--- src/slcd_params.svh ---
`ifndef SLCD_PARAMS_SVH
`define SLCD_PARAMS_SVH

// Strap bus width and its value when no strap is terminated.
`define SLCD_STRAP_W 18
`define SLCD_STRAP_DEFAULT 18'h3ffff

// Strap field positions.
`define SLCD_BIT_LANE_ORDER 2
`define SLCD_BIT_SPLIT_LO 5
`define SLCD_BIT_SPLIT_HI 6

// Lane counts.
`define SLCD_GFX_LANES 16
`define SLCD_EXTRA_LANES 4

// Synchroniser bundle: {extra rx, graphics rx, twenty-lane, platform reset_n, term, strap}.
`define SLCD_SYNC_W 58
`define SLCD_SYNC_RST 58'h0000000_0003ffff
`define SLCD_POS_TERM 18
`define SLCD_POS_PRST 36
`define SLCD_POS_TWENTY 37
`define SLCD_POS_GFX_RX 38
`define SLCD_POS_EXTRA_RX 54

// Reset values of the decoded outputs and the shared memory reset.
`define SLCD_TX_RST 16'h0000
`define SLCD_EXTRA_RST 4'h0
`define SLCD_REV_RST 1'b0
`define SLCD_SPLIT_RST 2'b11
`define SLCD_RSVD_RST 1'b0
`define SLCD_EXTRA_EN_RST 1'b0
`define SLCD_TWENTY_RST 1'b0
`define SLCD_MEM_RST_N_RST 1'b0

`endif

--- src/slcd_pkg.sv ---
package slcd_pkg;

	// Lane split encodings carried by the two split strap bits.
	typedef enum logic [1:0] {
		SPLIT_X8_2X4 = 2'b00,
		SPLIT_RSVD = 2'b01,
		SPLIT_2X8 = 2'b10,
		SPLIT_X16 = 2'b11
	} slcd_split_t;

	// Decoder phases: sampling under platform reset, holding afterwards.
	typedef enum logic [0:0] {
		ST_SAMPLE = 1'b0,
		ST_HOLD = 1'b1
	} slcd_state_t;

endpackage

--- src/slcd_sync_if.sv ---
`timescale 1ns/1ps
`include "slcd_params.svh"

// Carries raw pin levels into the synchroniser and the settled copies back.
interface slcd_sync_if;
	logic [`SLCD_SYNC_W-1:0] raw;
	logic [`SLCD_SYNC_W-1:0] synced;

	modport sync_mp (input raw, output synced);
	modport user_mp (output raw, input synced);
endinterface

--- src/slcd_sync.sv ---
`timescale 1ns/1ps
`include "slcd_params.svh"

module slcd_sync (
	input wire logic i_sys_clk, // System clock.
	input wire logic i_rst, // Synchronous reset, active high.
	slcd_sync_if.sync_mp sif // Raw pins in, settled levels out.
);
	logic [`SLCD_SYNC_W-1:0] meta_ff;
	logic [`SLCD_SYNC_W-1:0] sync_ff;

	// First stage; only the second stage reads it.
	always_ff @(posedge i_sys_clk) begin
		if (i_rst) begin
			meta_ff <= `SLCD_SYNC_RST;
		end else begin
			meta_ff <= sif.raw;
		end
	end

	// Second stage feeds all logic.
	always_ff @(posedge i_sys_clk) begin
		if (i_rst) begin
			sync_ff <= `SLCD_SYNC_RST;
		end else begin
			sync_ff <= meta_ff;
		end
	end

	assign sif.synced = sync_ff;
endmodule

--- src/slcd_top.sv ---
`timescale 1ns/1ps
`include "slcd_params.svh"

//
// Functional notes
// - An unterminated strap pin reads as one, selecting its default.
// - Strap bit two: one keeps lane order, zero reverses sixteen graphics lanes.
// - Strap bits six:five: 00 x8+2x4, 10 2x8, 11 x16, 01 reserved.
// - Strap bits 1:0, 3, 4 and 17:7 never change any decoded setting.
// - One memory device reset output, shared by all memory channels.
// - The four extra lanes work only on twenty-lane platforms.
//
module slcd_top
	import slcd_pkg::*;
(
	input wire logic i_sys_clk, // System clock, 25 MHz.
	input wire logic i_rst, // Synchronous reset, active high.
	input wire logic i_platform_reset_n, // Platform reset pin, active low.
	input wire logic [`SLCD_STRAP_W-1:0] i_strap, // Board strap levels.
	input wire logic [`SLCD_STRAP_W-1:0] i_strap_term, // High where the board terminates a strap.
	input wire logic i_twenty_lane_platform, // High on a twenty-lane platform.
	input wire logic [`SLCD_GFX_LANES-1:0] i_graphics_tx_data, // Core lane data to send.
	output logic [`SLCD_GFX_LANES-1:0] o_graphics_lane_tx, // Graphics lane pins.
	input wire logic [`SLCD_GFX_LANES-1:0] i_graphics_lane_rx, // Graphics lane pins.
	output logic [`SLCD_GFX_LANES-1:0] o_graphics_rx_data, // Received data in core order.
	input wire logic [`SLCD_EXTRA_LANES-1:0] i_extra_tx_data, // Core data for extra lanes.
	output logic [`SLCD_EXTRA_LANES-1:0] o_extra_lane_tx, // Extra lane pins.
	input wire logic [`SLCD_EXTRA_LANES-1:0] i_extra_lane_rx, // Extra lane pins.
	output logic [`SLCD_EXTRA_LANES-1:0] o_extra_rx_data, // Received extra lane data.
	output logic o_lane_reversed, // High when lane numbers are reversed.
	output logic [1:0] o_lane_split, // Decoded lane split code.
	output logic o_split_reserved, // High when the reserved split code is strapped.
	output logic o_extra_lane_en, // High when the extra lanes are in use.
	output logic o_config_valid, // High once settings are held.
	output logic o_memory_device_reset_n // Shared memory reset, active low.
);

	// ****************************************
	// Helpers
	// ****************************************

	// Mirrors the sixteen graphics lanes, lane i to lane 15-i.
	function automatic logic [`SLCD_GFX_LANES-1:0] slcd_rev16(
		input logic [`SLCD_GFX_LANES-1:0] v
	);
		logic [`SLCD_GFX_LANES-1:0] r;
		r = '0;
		for (int i = 0; i < `SLCD_GFX_LANES; i++) begin
			r[i] = v[`SLCD_GFX_LANES-1-i];
		end
		return r;
	endfunction

	// ****************************************
	// Pin synchronisation
	// ****************************************

	slcd_sync_if sif ();

	// All pin inputs travel through the two-stage synchroniser.
	assign sif.raw = {i_extra_lane_rx, i_graphics_lane_rx, i_twenty_lane_platform,
		i_platform_reset_n, i_strap_term, i_strap};

	slcd_sync u_sync (
		.i_sys_clk(i_sys_clk),
		.i_rst(i_rst),
		.sif(sif)
	);

	logic [`SLCD_STRAP_W-1:0] strap_s;
	logic [`SLCD_STRAP_W-1:0] term_s;
	logic [`SLCD_STRAP_W-1:0] eff_strap;
	logic plat_asserted;
	logic twenty_s;
	logic [`SLCD_GFX_LANES-1:0] gfx_rx_s;
	logic [`SLCD_EXTRA_LANES-1:0] extra_rx_s;

	// Unpacks the settled bundle.
	assign strap_s = sif.synced[`SLCD_STRAP_W-1:0];
	assign term_s = sif.synced[`SLCD_POS_PRST-1:`SLCD_POS_TERM];
	assign plat_asserted = ~sif.synced[`SLCD_POS_PRST];
	assign twenty_s = sif.synced[`SLCD_POS_TWENTY];
	assign gfx_rx_s = sif.synced[`SLCD_POS_EXTRA_RX-1:`SLCD_POS_GFX_RX];
	assign extra_rx_s = sif.synced[`SLCD_SYNC_W-1:`SLCD_POS_EXTRA_RX];

	// An open strap floats to one.
	assign eff_strap = strap_s | ~term_s;

	// ****************************************
	// Sample and hold control
	// ****************************************

	slcd_state_t state_ff;
	slcd_state_t nxt_state;

	// Sampling follows the platform reset level.
	always_comb begin
		nxt_state = state_ff;
		unique case (state_ff)
			ST_SAMPLE: begin
				nxt_state = plat_asserted ? ST_SAMPLE : ST_HOLD;
			end
			ST_HOLD: begin
				nxt_state = plat_asserted ? ST_SAMPLE : ST_HOLD;
			end
		endcase
	end

	// State register.
	always_ff @(posedge i_sys_clk) begin
		if (i_rst) begin
			state_ff <= ST_SAMPLE;
		end else begin
			state_ff <= nxt_state;
		end
	end

	logic [`SLCD_STRAP_W-1:0] strap_ff;
	logic twenty_ff;

	// Straps are captured only while platform reset is asserted.
	always_ff @(posedge i_sys_clk) begin
		if (i_rst) begin
			strap_ff <= `SLCD_STRAP_DEFAULT;
			twenty_ff <= `SLCD_TWENTY_RST;
		end else if (plat_asserted) begin
			strap_ff <= eff_strap;
			twenty_ff <= twenty_s;
		end
	end

	// ****************************************
	// Decoded settings
	// ****************************************

	logic reversed_ff;
	logic [1:0] split_ff;
	logic split_rsvd_ff;
	logic extra_en_ff;

	// Only the order bit and the split pair are decoded; all other straps are ignored.
	always_ff @(posedge i_sys_clk) begin
		if (i_rst) begin
			reversed_ff <= `SLCD_REV_RST;
			split_ff <= `SLCD_SPLIT_RST;
			split_rsvd_ff <= `SLCD_RSVD_RST;
			extra_en_ff <= `SLCD_EXTRA_EN_RST;
		end else begin
			reversed_ff <= ~strap_ff[`SLCD_BIT_LANE_ORDER];
			split_ff <= strap_ff[`SLCD_BIT_SPLIT_HI:`SLCD_BIT_SPLIT_LO];
			split_rsvd_ff <= (strap_ff[`SLCD_BIT_SPLIT_HI:`SLCD_BIT_SPLIT_LO] == SPLIT_RSVD);
			extra_en_ff <= twenty_ff;
		end
	end

	assign o_lane_reversed = reversed_ff;
	assign o_lane_split = split_ff;
	assign o_split_reserved = split_rsvd_ff;
	assign o_extra_lane_en = extra_en_ff;
	assign o_config_valid = (state_ff == ST_HOLD);

	// ****************************************
	// Lane data paths
	// ****************************************

	logic [`SLCD_GFX_LANES-1:0] gfx_tx_ff;
	logic [`SLCD_GFX_LANES-1:0] gfx_rx_ff;

	// Graphics lanes, mirrored in both directions when reversal is strapped.
	always_ff @(posedge i_sys_clk) begin
		if (i_rst) begin
			gfx_tx_ff <= `SLCD_TX_RST;
			gfx_rx_ff <= `SLCD_TX_RST;
		end else begin
			gfx_tx_ff <= reversed_ff ? slcd_rev16(i_graphics_tx_data) : i_graphics_tx_data;
			gfx_rx_ff <= reversed_ff ? slcd_rev16(gfx_rx_s) : gfx_rx_s;
		end
	end

	logic [`SLCD_EXTRA_LANES-1:0] extra_tx_ff;
	logic [`SLCD_EXTRA_LANES-1:0] extra_rx_ff;

	// Extra lanes stay idle unless the platform carries twenty lanes.
	always_ff @(posedge i_sys_clk) begin
		if (i_rst) begin
			extra_tx_ff <= `SLCD_EXTRA_RST;
			extra_rx_ff <= `SLCD_EXTRA_RST;
		end else begin
			extra_tx_ff <= extra_en_ff ? i_extra_tx_data : `SLCD_EXTRA_RST;
			extra_rx_ff <= extra_en_ff ? extra_rx_s : `SLCD_EXTRA_RST;
		end
	end

	assign o_graphics_lane_tx = gfx_tx_ff;
	assign o_graphics_rx_data = gfx_rx_ff;
	assign o_extra_lane_tx = extra_tx_ff;
	assign o_extra_rx_data = extra_rx_ff;

	// ****************************************
	// Shared memory reset
	// ****************************************

	logic mem_rst_n_ff;

	// One reset line for all memory channels, low while platform reset is asserted.
	always_ff @(posedge i_sys_clk) begin
		if (i_rst) begin
			mem_rst_n_ff <= `SLCD_MEM_RST_N_RST;
		end else begin
			mem_rst_n_ff <= ~plat_asserted;
		end
	end

	assign o_memory_device_reset_n = mem_rst_n_ff;

	// ****************************************
	// Assertions
	// ****************************************

	// Open straps are captured as ones.
	a_open_strap_ones: assert property (@(posedge i_sys_clk) disable iff (i_rst)
		(plat_asserted && term_s == '0) |=> strap_ff == `SLCD_STRAP_DEFAULT)
		else $error("Open straps not captured as ones.");

	// Reversed order mirrors the transmit lanes.
	a_lane_mirror: assert property (@(posedge i_sys_clk) disable iff (i_rst)
		reversed_ff |=> o_graphics_lane_tx == slcd_rev16($past(i_graphics_tx_data)))
		else $error("Reversed lanes not mirrored.");

	// Normal order passes lanes straight through.
	a_lane_straight: assert property (@(posedge i_sys_clk) disable iff (i_rst)
		!reversed_ff |=> o_graphics_lane_tx == $past(i_graphics_tx_data))
		else $error("Normal lane order altered.");

	// Split output follows the split strap pair.
	a_split_decode: assert property (@(posedge i_sys_clk) disable iff (i_rst)
		1'b1 |=> (o_lane_split == $past(strap_ff[6:5]))
			&& (o_split_reserved == ($past(strap_ff[6:5]) == 2'b01)))
		else $error("Lane split decoded wrongly.");

	// Lane split and lane order change only when their own strap bits change.
	a_reserved_ignored: assert property (@(posedge i_sys_clk) disable iff (i_rst)
		($stable(strap_ff[6:5]) && $stable(strap_ff[2])) |=>
			($stable(o_lane_split) && $stable(o_lane_reversed)))
		else $error("Reserved strap altered a setting.");

	// Memory reset is low one cycle after platform reset is seen.
	a_mem_reset_low: assert property (@(posedge i_sys_clk) disable iff (i_rst)
		plat_asserted |=> !o_memory_device_reset_n)
		else $error("Memory reset not asserted.");

	// Extra lanes stay idle when not enabled.
	a_extra_idle: assert property (@(posedge i_sys_clk) disable iff (i_rst)
		!o_extra_lane_en |=> (o_extra_lane_tx == 4'h0 && o_extra_rx_data == 4'h0))
		else $error("Extra lanes active without support.");

	// Captured straps hold once platform reset is released.
	a_hold_stable: assert property (@(posedge i_sys_clk) disable iff (i_rst)
		!plat_asserted |=> strap_ff == $past(strap_ff))
		else $error("Straps changed outside platform reset.");

	// Straps track the pins while platform reset is asserted.
	a_sample_track: assert property (@(posedge i_sys_clk) disable iff (i_rst)
		plat_asserted |=> strap_ff == $past(eff_strap))
		else $error("Straps not sampled during platform reset.");

endmodule

--- config.mk ---
export PLATFORM = sky130hd
export DESIGN_NAME = slcd_top
export DESIGN_NICKNAME = d
export VERILOG_FILES = /design/src/slcd_pkg.sv /design/src/slcd_sync_if.sv /design/src/slcd_sync.sv /design/src/slcd_top.sv
export VERILOG_INCLUDE_DIRS = /design/src /design/src/src
export SDC_FILE = /design/constraint.sdc
export NUM_CORES = 1
export LEC_CHECK = 0
export BUFFER_PORTS_ARGS = -buffer_cell sky130_fd_sc_hd__buf_2
export CORE_UTILIZATION = 51
export DETAILED_ROUTE_END_ITERATION = 12
export GPL_TIMING_DRIVEN = 0
export PLACE_DENSITY = 0.8
export SLEW_MARGIN = 40
export SYNTH_ARGS = -nofsm -noshare
export SYNTH_HDL_FRONTEND = slang
export SYNTH_SLANG_ARGS = --single-unit
--- constraint.sdc ---
create_clock -name i_sys_clk -period 2.6 [get_ports i_sys_clk]
set_clock_uncertainty 0.15 [all_clocks]
set_input_delay 0.39 -clock i_sys_clk [delete_from_list [all_inputs] [get_ports i_sys_clk]]
set_output_delay 0.39 -clock i_sys_clk [all_outputs]
set_load 0.02 [all_outputs]
==> flow_metrics.py, run 1 <==
metrics = {
    "worst_setup_path": {
        "r2r-start": "o_lane_reversed",
        "rr_worst_depth": 4,
        "path_class": "flip-flop to output pin",
        "crit_fanout": 2,
        "start_kind": "flip-flop",
        "ff2ff_setup_slack_ns": 1.40,
        "worstReg2RegEnd": "o_graphics_lane_tx[3]",
        "crit_path_end_kind": "output pin",
        "cp.arrival_ns": 0.93,
        "cp.required_ns": 2.06,
    },
    "sta": {
        "layout_min_cycle_time_ns": 1.47,
        "setup_slack_ns": 1.13,
        "worst_pin_slew_ns": 0.395,
        "slew_viol_final": 0,
        "tns_ns": 0,
        "min_period_over_period": 0.567,
        "fmax_mhz": 678,
        "relSlewSlack": 0.736,
        "rsz0062_at_grt": "no",
        "setup_viol": 0,
        "finalHoldViolCount": 0,
    },
    "drt": {
        "drt_iter0_drc": 51,
        "drtAntennaViolNets": 0,
        "vias": 2002,
        "drtPass1Iterations": 4,
        "postRouteWirelength_mm": 5.21,
        "routed_via_density": 4.39,
        "routedWlPerCell_um": 11.4,
        "drc_errors": 0,
    },
    "placed_design": {
        "post-place-ws_ns": 1.33,
        "placed_cells": 440,
        "port_buffers": 95,
        "place_congestion": 0.715,
        "hpwl_mm": 3.75,
    },
    "worst_hold_path": {
        "hold_path_depth": 2,
        "hold_start": "i_strap[6]",
        "hold_class": "primary input to flip-flop",
        "holdPathEnd": "u_sync.meta_ff[6]",
    },
    "yosys": {
        "synth_top_family_by_area": "simple AND/OR/NAND/NOR gates",
        "netlist_instances": 270,
        "synth_compound_area_frac": 0.00585,
        "yosysSeqAreaShare": 0.661,
        "synth.area.top_cells": "dfxtp_1 66%, nor2b_1 10%, mux2i_1 10%",
        "synth.area.mux_share": 0.103,
        "synth-xor-area-share": 0,
        "ys_types": 17,
        "syn_nets": 350,
        "yosys.area_share.adder": 0,
        "synth_area_leader_cell": "dfxtp_1",
        "synth.avg_cell_area_um2": 11.9,
        "synth_top_area_share": 0.661,
        "synth-simple-area-share": 0.188,
        "ys_seq_elements": 106,
        "syn_area_um2": 3210,
        "yosys_warnings": 0,
    },
    "job": {
        "drv_cap": 0,
    },
    "global_route": {
        "grt.overflow.total": 0,
        "grt_pass1_wl_mm": 7.94,
        "grt_use_total": 0.169,
        "grt_busiest_layer": "met2",
        "grt_pass1_vias": 1768,
        "antenna_found_initial": 0,
        "grt_use_met1": 0.185,
        "grt_max_degree": 17,
        "grt_util_met2": 0.283,
        "grtUsageMet3": 0.0517,
    },
    "die": {
        "die_height_um": 81.3,
        "die_w_um": 81.3,
        "rows": 28,
        "ios": 127,
        "initial_core_util": 0.536,
        "placeableCoreArea_um2": 5990,
        "die-area_um2": 6610,
    },
    "layout": {
        "stdcell_count": 456,
        "n_antenna_cell": 0,
        "final_net_count": 456,
        "area_growth_pct": 24.9,
        "layout-drive-gt1-share": 0.354,
    },
    "cts": {
        "clk_latency_ns": 0.35,
        "clk_path_buf_depth": 2,
        "root_buffer": "clkbuf_8",
        "cts_tree": "built",
        "cts.clk_slew.worst_paths_ns": 0.08,
        "cts_resized": 0,
        "cts_setup_buffers": 0,
        "cts.sinks": 106,
        "h-tree-depth": 3,
        "cts_buffers": 9,
        "hold_buffers": 0,
    },
    "power": {
        "power.total_mw": 2.98,
        "power.density_nw_per_um2": 745,
        "ir_worst_vdd_uv": 387,
        "cellLeakagePower_nw": 1.79,
    },
    "run_status": {
        "status": "completed",
    },
}
[worst max-delay path: stages (launching register included)]
cell,delay [ns]
dfxtp_1,0.34
buf_4,0.10
buf_2,0.14
[stage by stage]
stage	cell area, um^2	hold slack [ns]	util
after floorplan	3210	0.239	-
after global placement	3780	0.242	0.631
after detailed placement	3780	0.242	0.631
after CTS	4010	0.0466	0.669
after global routing	4010	0.0383	0.669
final	4010	0.0648	0.669
[synthesized netlist by cell type]
master	n
buf_4	2
nor2_1	36
nand2_1	1
inv_1	2
and2_1	8
nor2_2	1
or2_2	6
nor2b_1	53
nor4b_2	1
mux2i_1	33
buf_2	8
nor3b_1	2
or2_4	1
buf_6	6
clkbuf_1	1
dfxtp_1	106
a31oi_1	3
[report_power, final]
part / switching [mW] / total [mW] / internal [mW]
logic: 0.0948 / 0.180 / 0.0852
clock network: 0.508 / 1.10 / 0.596
registers: 0.0152 / 1.70 / 1.68
total: 0.618 / 2.98 / 2.37
[layer usage]
metal	share of wire	routed length, um
met1	0.44	2280
met5	0	0
met4	0.021	111
met2	0.48	2500
met3	0.060	312
[cells in the final DEF, fill, tap and decap left out, drive strengths merged]
master	n
nor3b	2
mux2i	33
nor2	37
and2	8
nor2b	53
nor4b	1
bufinv	2
nand2	1
a31oi	3
dfxtp	106
clkinv	2
inv	2
or2	7
buf	111
clkbuf	13
[logic make-up after synthesis]
| kind of cell | count (synthesis) |
|---|---|
| flops | 106 |
| compound gates | 3 |
| simple gates | 109 |
| mux | 33 |
| buf+inv | 19 |
[flip-flops by register name (all words and copies together) (netlist names)]
| signal | cells |
|---|---|
| o_config_valid | 1 |
| o_extra_lane_en | 1 |
| o_extra_lane_tx | 4 |
| o_extra_rx_data | 4 |
| o_graphics_lane_tx | 16 |
| o_graphics_rx_data | 16 |
| o_lane_reversed | 1 |
| o_lane_split | 2 |
| o_split_reserved | 1 |
| strap_ff | 3 |
| twenty_ff | 1 |
| u_sync.meta_ff | 28 |
| u_sync.sif.synced | 28 |
[how the worst max path moves through the flow]
stage               startpoint  depth (start not counted)                 endpoint  slack, ns
6_report        o_config_valid                          2  o_memory_device_reset_n       1.13
5_1_grt         o_config_valid                          2  o_memory_device_reset_n       1.07
4_1_cts         o_config_valid                          2  o_memory_device_reset_n       1.10
3_5_place_dp             i_rst                          3       o_extra_rx_data[1]       1.33
3_3_place_gp             i_rst                          4    o_graphics_lane_tx[0]       1.37
2_1_floorplan  o_lane_reversed                          4    o_graphics_lane_tx[0]       1.35
[area by class of cell]
type / instances / area, um^2
Tap cell: 75 / 93.8
Multi-Input combinational cell: 145 / 952
Sequential cell: 106 / 2120
Fill cell: 468 / 1980
Timing Repair Buffer: 95 / 475
Clock inverter: 4 / 73.8
Inverter: 2 / 7.51
Clock buffer: 12 / 155
Buffer: 17 / 126
Power figures use the tool's default switching activity.
==> inputs of run 2 (changes only) <==
Settings changed: ABC_AREA from default to 1, CORE_UTILIZATION 51 to 43, PLACE_DENSITY 0.8 to 0.72.
Clock period 2.6 ns to 1.2 ns, I/O delays scaled along.
==> flow_metrics.py, run 2 <==
metrics = {
    "run_status": {
        "status": "complete, but fails checks",
        "violations": "setup timing",
    },
    "global_route": {
        "grt_max_degree": 18,
        "grt.overflow.total": 0,
        "grt_use_total": 0.182,
        "grt_pass1_vias": 2491,
        "antenna_found_initial": 0,
        "grt_pass1_wl_mm": 10.7,
    },
    "yosys": {
        "synth-simple-area-share": 0.181,
        "ys_seq_elements": 106,
        "synth.avg_cell_area_um2": 8.83,
        "synthFlopType": "dfxtp_1",
        "yosys.area_share.adder": 0,
        "synth.area.top_cells": "dfxtp_1 65%, nor2_1 14%, inv_1 7.5%",
        "synth_edf_count": 0,
        "syn_area_um2": 3280,
        "async_reset_ff_frac": 0,
        "yosysSeqAreaShare": 0.646,
        "synth.most_common_cell": "nor2_1",
        "synth_area_leader_cell": "dfxtp_1",
        "synth_compound_area_frac": 0.0572,
        "synth_top_area_share": 0.646,
        "syn_nets": 452,
        "yosys_warnings": 0,
        "netlist_instances": 372,
        "synth.area.mux_share": 0,
        "yosys-top-cells-count": "119 x nor2_1, 106 x dfxtp_1, 66 x inv_1",
        "synth-xor-area-share": 0,
        "synth_top_family_by_area": "simple AND/OR/NAND/NOR gates",
        "ys_types": 16,
    },
    "layout": {
        "num-fill-cells": 609,
        "area_growth_pct": 43.1,
        "final_net_count": 608,
        "mostFrequentLayoutCells": "116 x nor2_1, 102 x dfxtp_1, 80 x buf_2, 66 x inv_1, 49 x dlygate4sd3_1",
        "stdcell_count": 632,
        "seq_area_um2": 2130,
        "final_common_cell": "nor2_1",
        "n_antenna_cell": 0,
        "multi_input_area_um2": 802,
        "fin_util": 0.641,
        "design_area_um2": 4700,
        "layout-drive-gt1-share": 0.302,
    },
    "placed_design": {
        "placed_cells": 566,
        "post_dp_cell_area_um2": 3880,
        "hpwl_mm": 4.21,
        "post-place-ws_ns": 0.0475,
        "port_buffers": 95,
        "place_congestion": 0.758,
    },
    "die": {
        "die_w_um": 89.4,
        "placeableCoreArea_um2": 7330,
        "rows": 31,
        "die-area_um2": 7990,
        "die_height_um": 89.4,
        "initial_core_util": 0.448,
        "ios": 127,
    },
    "sta": {
        "relSlewSlack": 0.856,
        "setup_slack_ns": -0.0529,
        "fmax_mhz": 798,
        "slew_viol_final": 0,
        "finalHoldViolCount": 0,
        "worst_pin_slew_ns": 0.216,
        "rsz0062_at_grt": "yes",
        "whs_ns": 0.000949,
        "setup_viol": 3,
        "layout_min_cycle_time_ns": 1.25,
        "min_period_over_period": 1.04,
        "tns_ns": -0.0575,
    },
    "cts": {
        "h-tree-depth": 3,
        "cts.sinks": 106,
        "clk_path_buf_depth": 2,
        "cts_tree": "built",
        "cts_buffers": 9,
        "root_buffer": "clkbuf_8",
        "clk_latency_ns": 0.35,
        "cts.clk_slew.worst_paths_ns": 0.10,
    },
    "worst_setup_path": {
        "cpMostUsedCell": "buf_6",
        "path_class": "flip-flop to output pin",
        "crit_path_end_kind": "output pin",
        "rr_worst_depth": 4,
        "crit_fanout": 2,
        "crit_start": "o_config_valid",
        "crit_chain": "buf_6, buf_6",
        "slowest_stage": "dfxtp_2",
        "ff2ff_setup_slack_ns": 0.05,
        "cp.arrival_ns": 0.92,
        "slowest_delay_ns": 0.34,
        "start_kind": "flip-flop",
        "worstReg2RegEnd": "o_graphics_rx_data[12]",
        "r2r-start": "o_lane_reversed",
        "cp.required_ns": 0.87,
        "worstSetupEndpoint": "o_memory_device_reset_n",
    },
    "drt": {
        "vias": 2647,
        "postRouteWirelength_mm": 7.01,
        "drtPass1Iterations": 4,
        "drt_iter0_drc": 79,
        "drtAntennaViolNets": 0,
        "drc_errors": 0,
        "routed_via_density": 4.19,
        "routedWlPerCell_um": 11.1,
    },
    "power": {
        "power.density_nw_per_um2": 1400,
        "cellLeakagePower_nw": 2.40,
        "ir_worst_vdd_uv": 731,
        "power.total_mw": 6.57,
    },
    "worst_hold_path": {
        "hold_class": "primary input to flip-flop",
    },
    "job": {
        "drv_cap": 0,
    },
}
[run 2: cell families (layout without fill, tap and decap cells)]
group | Yosys count | count (layout)
compound gates | 33 | 33
buf+inv | 85 | 246
flops | 106 | 106
simple gates | 148 | 148
[run 2: routing by layer]
layer	track usage	wire length (um)	up-vias	share of wire
li1	-	-	1389	-
met1	0.195	2880	1167	0.41
met2	0.339	3630	81	0.52
met3	0.0397	398	10	0.057
met4	0.0866	108	0	0.015
met5	0	0	-	0
[run 2: area by class of cell]
class,count,share of cell area
clock buffer,11,0.0322
clock inverter,5,0.0130
buffer,18,0.0312
timing repair buffer,145,0.219
tap,99,0.0264
inverter,67,0.0540
sequential,106,0.453
multi-input combinational,181,0.171
[run 2: how the worst min path moves through the flow]
stage	startpoint	to	slack [ns]	cells after the start
after floorplan	i_strap[2]	u_sync.meta_ff[2]	0.13	1
after global placement	i_strap[2]	u_sync.meta_ff[2]	0.21	2
after detailed placement	i_strap[5]	u_sync.meta_ff[5]	0.22	2
after CTS	i_rst	o_graphics_lane_tx[10]	0.08	5
after global routing	i_rst	o_extra_lane_en	0.01	3
final	i_rst	o_extra_lane_en	0.0009	3
[run 2: what timing repair did]
action,CTS,global route
hold buffers,49,1
endpoints found under the setup margin,4,68
buffers inserted,1,0
gates resized for setup,9,48
hold endpoints to repair,52,2
[run 2: where the power goes]
group	internal (mW)	total, mW	leakage (nW)	switching [mW]
Clock	1.09	2.24	0.110	1.15
Combinational	0.316	0.621	1.42	0.305
Sequential	3.66	3.71	0.875	0.0450
Total	5.07	6.57	2.40	1.50
[run 2: critical path, delay by kind of cell (launching register included)]
family   cells  cell delay, ns
flops        1            0.34
buf+inv      2            0.23
